<file path="config.mk">
export PLATFORM = sky130hd
export DESIGN_NAME = debug_port_halt_and_chip_erase
export DESIGN_NICKNAME = d
export VERILOG_FILES = /design/src/debug_port_halt_and_chip_erase.v
export VERILOG_INCLUDE_DIRS = /design/src
export SDC_FILE = /design/constraint.sdc
export NUM_CORES = 1
export LEC_CHECK = 0
export ABC_AREA = 1
export BUFFER_PORTS_ARGS = -buffer_cell sky130_fd_sc_hd__buf_2
export CAP_MARGIN = 10
export CORE_MARGIN = 2
export CORE_UTILIZATION = 35
export CTS_BUF_LIST = sky130_fd_sc_hd__clkbuf_4 sky130_fd_sc_hd__clkbuf_8 sky130_fd_sc_hd__clkbuf_16
export DETAILED_ROUTE_END_ITERATION = 16
export PLACE_DENSITY_LB_ADDON = 0.1
export SLEW_MARGIN = 10
export SYNTH_ARGS = -nofsm -noshare
export SYNTH_HDL_FRONTEND = slang
export SYNTH_SLANG_ARGS = --single-unit
export TNS_END_PERCENT = 10
</file>
<file path="constraint.sdc">
create_clock -name core_clk -period 1.2 [get_ports core_clk]
set_input_delay 0.18 -clock core_clk [delete_from_list [all_inputs] [get_ports core_clk]]
set_output_delay 0.18 -clock core_clk [all_outputs]
set_load 0.05 [all_outputs]
</file>
<file path="src/debug_port_defines.vh">
// Constants for the debug port halt and chip erase front end
`ifndef DEBUG_PORT_DEFINES_VH
`define DEBUG_PORT_DEFINES_VH
// Filter states
`define FLT_RESET 2'h0
`define FLT_BOOT 2'h1
`define FLT_RUN 2'h2
// Erase sequencer states
`define ERS_IDLE 3'h0
`define ERS_VOLATILE 3'h1
`define ERS_FLASH 3'h2
`define ERS_PROTECT 3'h3
`define ERS_DONE 3'h4
// Debug port modes
`define MODE_SCAN 1'b0
`define MODE_TWO_WIRE 1'b1
// Edges of the test clock seen before a debugger counts as present
`define DETECT_EDGES 4'h2
// Synchronised pins: how many, where each sits, and the level each parks at in reset
`define PIN_COUNT 2
`define PIN_TCK 0
`define PIN_RST 1
`define TCK_PARK_LEVEL 1'b1
`define RST_PARK_LEVEL 1'b0
`endif

</file>
<file path="src/debug_port_halt_and_chip_erase.v">
// Debugger detect filter, pin claim, core hold and chip erase sequencer
// How it works
// One physical connection carries either scan or two-wire debug port
// Boundary scan controller runs beside the scan debug port
// Filter watches test clock and reset pin for debugger and hold
// Detected debugger claims the scan pins for the debug block
// Two-wire mode hands data-in and data-out pins back
// Triggered halt keeps core in reset after external reset release
// Power manager start moves core, system, flash, bus clocks to slow clock
// Debug and access ports clocked and released while reset pin low
// Debugger holds test clock low while releasing reset to halt
// Reset release with test clock low asserts the core hold
// Writing one to the chip erase bit starts a chip erase
// Erase clears volatile memories, then flash, then protected state
// User page of flash is never erased
// Done flag set when erase completes; debugger polls it
// Debugger restarts chip by reset pin or power cycle after erase
// Debugger keeps test clock high on release to avoid halt
// New protected state takes effect only after chip reset
// Test clock level sampled at reset release decides the hold
`timescale 1ns/100ps
`default_nettype none
`include "debug_port_defines.vh"

module debug_port_halt_and_chip_erase #(
    parameter integer DETECT_EDGES = `DETECT_EDGES
) (
    // Clock, reset and enable
    input wire core_clk,
    input wire resetn,
    input wire clkEn,
    // Debugger pins, outside the clock domain
    input wire testClkPin,
    input wire extResetPinN,
    // Power, mode and erase controls
    input wire powerManagerStarted,
    input wire twoWireModeSel,
    input wire chipEraseBitWrite,
    // Handshakes from the memory controllers
    input wire volatileClearDone,
    input wire flashClearDone,
    input wire protectClearDone,
    input wire protectProgrammed,
    // Pin ownership and debug port variant
    output reg debuggerPresent,
    output reg scanPinsClaimed,
    output reg dataPinsClaimed,
    output reg scanPortActive,
    output reg twoWirePortActive,
    output reg boundaryScanActive,
    // Clock and reset controls
    output reg slowClockSel,
    output reg debugPortClkEn,
    output reg debugPortResetN,
    output reg systemResetN,
    output reg coreResetHold,
    // Erase requests and status
    output reg volatileClearReq,
    output reg flashClearReq,
    output reg userPageErase,
    output reg protectClearReq,
    output reg eraseBusy,
    output reg erase_done_flag,
    output reg protectActive
);

    // Parked level of each pin in reset: test clock high, reset pin low
    localparam [`PIN_COUNT-1:0] PIN_PARK = {`RST_PARK_LEVEL, `TCK_PARK_LEVEL};
    // Last count before the detect threshold
    localparam [3:0] DETECT_LAST = DETECT_EDGES[3:0] - 4'h1;

    // Two-stage synchronisers for the pins from outside the clock domain;
    // only the second stage feeds logic, so a metastable first stage never spreads
    wire [`PIN_COUNT-1:0] pinRaw = {extResetPinN, testClkPin};
    wire [`PIN_COUNT-1:0] pinSync;
    wire [`PIN_COUNT-1:0] pinPrev;
    genvar pinIdx;
    generate
        for (pinIdx = 0; pinIdx < `PIN_COUNT; pinIdx = pinIdx + 1) begin : gPinSync
            reg pinMeta;
            reg pinStage;
            reg pinLast;
            // Parked reset level, so no false edge follows reset while the pin sits at its park level
            always @(posedge core_clk or negedge resetn) begin
                if (!resetn) begin
                    pinMeta <= PIN_PARK[pinIdx];
                    pinStage <= PIN_PARK[pinIdx];
                    pinLast <= PIN_PARK[pinIdx];
                end else if (clkEn) begin
                    pinMeta <= pinRaw[pinIdx];
                    pinStage <= pinMeta;
                    pinLast <= pinStage;
                end
            end
            // Second stage and its delayed copy for edge detection
            assign pinSync[pinIdx] = pinStage;
            assign pinPrev[pinIdx] = pinLast;
        end
    endgenerate

    // Named views of the synchronised pins
    wire tckSync = pinSync[`PIN_TCK];
    wire tckPrev = pinPrev[`PIN_TCK];
    wire rstSync = pinSync[`PIN_RST];
    wire rstPrev = pinPrev[`PIN_RST];

    // Edges of the synchronised pins
    wire tckRise = tckSync & ~tckPrev;
    wire rstRelease = rstSync & ~rstPrev;
    wire rstAssert = ~rstSync & rstPrev;

    // Debugger presence: count test clock edges, cleared only by the block reset
    // Limitation: an unplugged debugger stays flagged until the next block reset
    reg [3:0] edgeCount;
    always @(posedge core_clk or negedge resetn) begin
        if (!resetn) begin
            edgeCount <= 4'h0;
            debuggerPresent <= 1'b0;
        end else if (clkEn) begin
            // Count only until the threshold, so the counter cannot wrap
            if (tckRise && !debuggerPresent) begin
                edgeCount <= edgeCount + 4'h1;
            end
            if (tckRise && edgeCount >= DETECT_LAST) begin
                debuggerPresent <= 1'b1;
            end
            // Hold on the pins also counts as a debugger being attached
            if (rstRelease && !tckSync) begin
                debuggerPresent <= 1'b1;
            end
        end
    end

    // Port variant decode; the data pin claim and the port enables share it,
    // so they can never disagree about the mode
    function portVariantOn;
        input present;
        input modeSel;
        input wanted;
        begin
            portVariantOn = present && (modeSel == wanted);
        end
    endfunction

    // Pin ownership and debug port variant selection
    always @(posedge core_clk or negedge resetn) begin
        if (!resetn) begin
            scanPinsClaimed <= 1'b0;
            dataPinsClaimed <= 1'b0;
            scanPortActive <= 1'b0;
            twoWirePortActive <= 1'b0;
            boundaryScanActive <= 1'b0;
        end else if (clkEn) begin
            // Claims follow presence a cycle later, so pins switch only once decided
            scanPinsClaimed <= debuggerPresent;
            // Two-wire mode frees data-in and data-out for other functions
            dataPinsClaimed <= portVariantOn(debuggerPresent, twoWireModeSel, `MODE_SCAN);
            scanPortActive <= portVariantOn(debuggerPresent, twoWireModeSel, `MODE_SCAN);
            twoWirePortActive <= portVariantOn(debuggerPresent, twoWireModeSel, `MODE_TWO_WIRE);
            // Boundary scan shares the scan pins in parallel with the scan port
            boundaryScanActive <= portVariantOn(debuggerPresent, twoWireModeSel, `MODE_SCAN);
        end
    end

    // Startup filter: clocks, resets and the core hold
    reg [1:0] fltState;
    reg [1:0] next_fltState;
    always @* begin
        next_fltState = fltState;
        case (fltState)
            // Waiting for the power manager; a pin release here is ignored
            `FLT_RESET: begin
                if (powerManagerStarted) begin
                    next_fltState = `FLT_BOOT;
                end
            end
            // Slow clocks and debug port up, waiting for the pin release
            `FLT_BOOT: begin
                if (rstRelease) begin
                    next_fltState = `FLT_RUN;
                end
            end
            // System out of reset until the pin is pulled again
            `FLT_RUN: begin
                if (rstAssert) begin
                    next_fltState = `FLT_RESET;
                end
            end
            default: begin
                next_fltState = `FLT_RESET;
            end
        endcase
    end

    // Slow clocks and the debug port wake while the reset pin is still low
    always @(posedge core_clk or negedge resetn) begin
        if (!resetn) begin
            slowClockSel <= 1'b0;
            debugPortClkEn <= 1'b0;
            debugPortResetN <= 1'b0;
        end else if (clkEn) begin
            if (fltState == `FLT_RESET && powerManagerStarted) begin
                slowClockSel <= 1'b1;
                debugPortClkEn <= 1'b1;
                debugPortResetN <= 1'b1;
            end
        end
    end

    // System reset, core hold and protected state follow the reset pin edges
    always @(posedge core_clk or negedge resetn) begin
        if (!resetn) begin
            fltState <= `FLT_RESET;
            systemResetN <= 1'b0;
            coreResetHold <= 1'b0;
            protectActive <= 1'b0;
        end else if (clkEn) begin
            fltState <= next_fltState;
            if (fltState == `FLT_BOOT && rstRelease) begin
                systemResetN <= 1'b1;
                // Level at the release edge picks halt or normal boot
                coreResetHold <= ~tckSync;
                // Protected state only reloads on a chip restart
                protectActive <= protectProgrammed;
            end
            // Pin pulled again: back to reset, the clocks stay slow
            if (fltState == `FLT_RUN && rstAssert) begin
                systemResetN <= 1'b0;
                coreResetHold <= 1'b0;
            end
        end
    end

    // A start write is taken only in idle or done; writes while busy are dropped
    wire eraseStart = chipEraseBitWrite && !eraseBusy;

    // Chip erase sequencer; busy ignores further start writes
    // Order is fixed: volatile memories, flash array, protected state
    reg [2:0] ersState;
    always @(posedge core_clk or negedge resetn) begin
        if (!resetn) begin
            ersState <= `ERS_IDLE;
            volatileClearReq <= 1'b0;
            flashClearReq <= 1'b0;
            userPageErase <= 1'b0;
            protectClearReq <= 1'b0;
            eraseBusy <= 1'b0;
            erase_done_flag <= 1'b0;
        end else if (clkEn) begin
            // User page output is pinned low; no step ever reaches it
            userPageErase <= 1'b0;
            case (ersState)
                `ERS_IDLE: begin
                    if (eraseStart) begin
                        ersState <= `ERS_VOLATILE;
                        volatileClearReq <= 1'b1;
                        eraseBusy <= 1'b1;
                        erase_done_flag <= 1'b0;
                    end
                end
                `ERS_VOLATILE: begin
                    if (volatileClearDone) begin
                        volatileClearReq <= 1'b0;
                        flashClearReq <= 1'b1;
                        ersState <= `ERS_FLASH;
                    end
                end
                `ERS_FLASH: begin
                    if (flashClearDone) begin
                        flashClearReq <= 1'b0;
                        protectClearReq <= 1'b1;
                        ersState <= `ERS_PROTECT;
                    end
                end
                `ERS_PROTECT: begin
                    if (protectClearDone) begin
                        protectClearReq <= 1'b0;
                        eraseBusy <= 1'b0;
                        erase_done_flag <= 1'b1;
                        ersState <= `ERS_DONE;
                    end
                end
                `ERS_DONE: begin
                    // Flag stays until a new erase; restart is the debugger's job
                    if (eraseStart) begin
                        ersState <= `ERS_VOLATILE;
                        volatileClearReq <= 1'b1;
                        eraseBusy <= 1'b1;
                        erase_done_flag <= 1'b0;
                    end
                end
                default: begin
                    ersState <= `ERS_IDLE;
                end
            endcase
        end
    end

endmodule // debug_port_halt_and_chip_erase
`default_nettype wire

</file>
==> impl_metrics.ini <==
[sta]
fmax_mhz = 849.7
rsz0062_at_grt = yes
fin_hold_ws_ns = 0.08879
hold_violations = 0
fin_crit_sh_pct = 98.08
period_minus_slack_ns = 1.177
slew_violations = 0
setup_viol = 0
fin_worst_skew_ns = 0.008825
fin_setup_tns_ns = 0

[worst_setup_path]
crit_path_end_kind = register
endpoint = ersState[2]
r2r_slack_ns = 0.02
crit_required_ns = 1.36
crit_arrival_ns = 1.34
reg2reg_to = ersState[2]
r2r_start = ersState[2]
critPathMaxFanout = 4
reg2regPathDepth = 8
path_class = register to register
crit_path_start_kind = register
setup.worst_path.start = ersState[2]

[cells_and_area]
multi_input_area_um2 = 535.5
antenna_cells = 0
final_nets = 211
drive_gt1_share_pct = 33.33
nFillCells = 376
mostFrequentLayoutCell = nand2_1
area_delta_synth_final_pct = 25.19
regArea_um2 = 710.7
most-common-layout-cells = 51 x nand2_1, 27 x buf_2, 20 x dfrtp_1

[global_route]
gr-max-usage-layer = met2
antenna_found_initial = 0
grtUsageMet1_pct = 17.43
grt_overflow = 0
grt.total_usage_pct = 13.29
grt_pass1_vias = 999
gr-usage-met2_pct = 21.72
grt_max_degree = 18
use_met3_pct = 2.726
grt_first_pass_wirelength_um = 4409

[pwr]
leakage_nw = 0.8929
vdd_drop_max_mv = 0.5969
power.density_mw_per_mm2 = 1991

[clock_network]
clock_latency_ns = 0.27
root_buffer = clkbuf_8
cts_max_path_buffers = 2
cts.sinks = 28
clkTransAtPathRegs_ns = 0.10
htree_levels = 1
numCtsBuffers = 3
cts_tree = yes

[detailed_routing]
drt_iter0_drc = 45
drtPass1Iterations = 4
vias_per_cell = 4.588
routedWlPerCell_um = 11.16
totalWireLength_um = 2711
dr_total_vias = 1115
ant_nets = 0
drc = 0

[logic_synthesis]
ys_warn_count = 0
synth_area_per_cell_um2 = 8.352
synth-seq-area-share_pct = 52.72
ys_seq_elements = 28
yosysUniqueCellTypes = 21
async_reset_ff_share_pct = 100.0
syn_inst = 160
synth_area_mm2 = 0.001336
synth_edf_count = 0
yosys_most_used_dff = dfrtp_1
synth_fp_nets = 175

[floorplan]
io_pins = 30
die_height_um = 65.79
fp.dieW_um = 65.79
start_util_pct = 36.50
num_rows = 22
core_mm2 = 0.003661
die_area_mm2 = 0.004328

[run_status]
outcome = finished, final reports clean

[placed_design]
gp_congestion = 0.7466
numPortBuffers = 28
detailed_place_hpwl_um = 2003

[hold_path]
min_path_cells = 3
hold_path_class = primary input to register

[flow_run]
maxCapViolCount = 0
-- power by group --
part | leakage (nW) | total, W | internal [W] | switching, W
clock network | 0.0288 | 0.000582 | 0.000294 | 0.000288
logic | 0.541 | 0.00139 | 0.000398 | 0.000993
registers | 0.323 | 0.00136 | 0.00118 | 0.000176
total | 0.893 | 0.00333 | 0.00187 | 0.00146
-- what timing repair did --
item,in CTS,in global routing
pin swaps,0,8
endpoints found under the hold margin,11,0
hold buffers,1,0
resized for setup,4,16
setup endpoints to repair,4,14
setup buffers,0,3
-- state kept, by name, indices dropped and copies added, names as in the netlist, 2 cells and up --
signal	cells
gPinSync.pinStage	2
fltState	2
edgeCount	4
ersState	3
gPinSync.pinLast	2
gPinSync.pinMeta	2
-- through the flow --
stage | setup WS [ns] | cells | util [%] | area, um2 | total power [W]
6_report | 0.02306 | 243 | 45.69 | 1673 | 0.003331
5_1_grt | -0.07471 | 243 | 45.69 | 1673 | 0.003575
4_1_cts | 0.01811 | 240 | 44.29 | 1622 | 0.003273
3_5_place_dp | -0.02575 | 235 | 42.28 | 1548 | 0.002665
3_3_place_gp | 0.008500 | 235 | 42.28 | 1548 | 0.002627
2_1_floorplan | -0.03780 | 160 | - | 1338 | 0.002335
-- cells in the mapped netlist, drive strengths merged, types with 2 or more instances --
library cell / instances / area (um2)
nand2: 54 / 202.7
dfrtp: 25 / 625.6
inv: 21 / 78.82
o21ai: 14 / 73.82
nor2: 8 / 30.03
buf: 7 / 47.55
nand3: 7 / 35.03
nand4: 5 / 31.28
dfstp: 3 / 78.83
ha: 3 / 37.54
nor3: 3 / 26.28
o21bai: 3 / 22.52
a21oi: 2 / 10.01
xor2: 2 / 17.52
-- layer usage --
metal	up-vias	routed length, um
li1	564	-
met1	524	1286
met2	25	1277
met3	2	124
met4	0	22
met5	-	0
-- cells by family after synthesis --
logic type               synth area share (%)
AO/OA/AOI/OAI                           8.427
buffers and inverters                   9.457
flip-flops                              52.72
adder cells (fa/ha/maj)                 2.809
AND/OR/NAND/NOR                         24.34
other                                  0.2806
XOR/XNOR                                1.967
-- how the worst min path moves through the flow --
stage	start	end	slack, ns
after floorplan	resetn	boundaryScanActive	-0.12
after global placement	resetn	fltState[1]	0.09
final	testClkPin	gPinSync[0].pinMeta	0.09
after detailed placement	resetn	fltState[0]	0.09
after global routing	testClkPin	gPinSync[0].pinMeta	0.11
after CTS	testClkPin	gPinSync[0].pinMeta	0.09
-- final cells by class --
type | instances | share of cell area, %
clock buffers | 4 | 3.291
inverters | 21 | 4.712
multi-input cells | 104 | 32.01
flip-flops and latches | 28 | 42.48
well taps | 48 | 3.590
repair buffers | 38 | 13.91
-- critical path, cell delays in order (launching register included) --
cell and delay [ns]:
dfrtp_2 0.45, inv_2 0.08, nand2_2 0.05, nor2_2 0.12
nand2_1 0.09, nand2_2 0.11, nor2_2 0.05, nand2_1 0.07
nand2_1 0.05
Note: power is estimated with default switching activity, not from simulation.
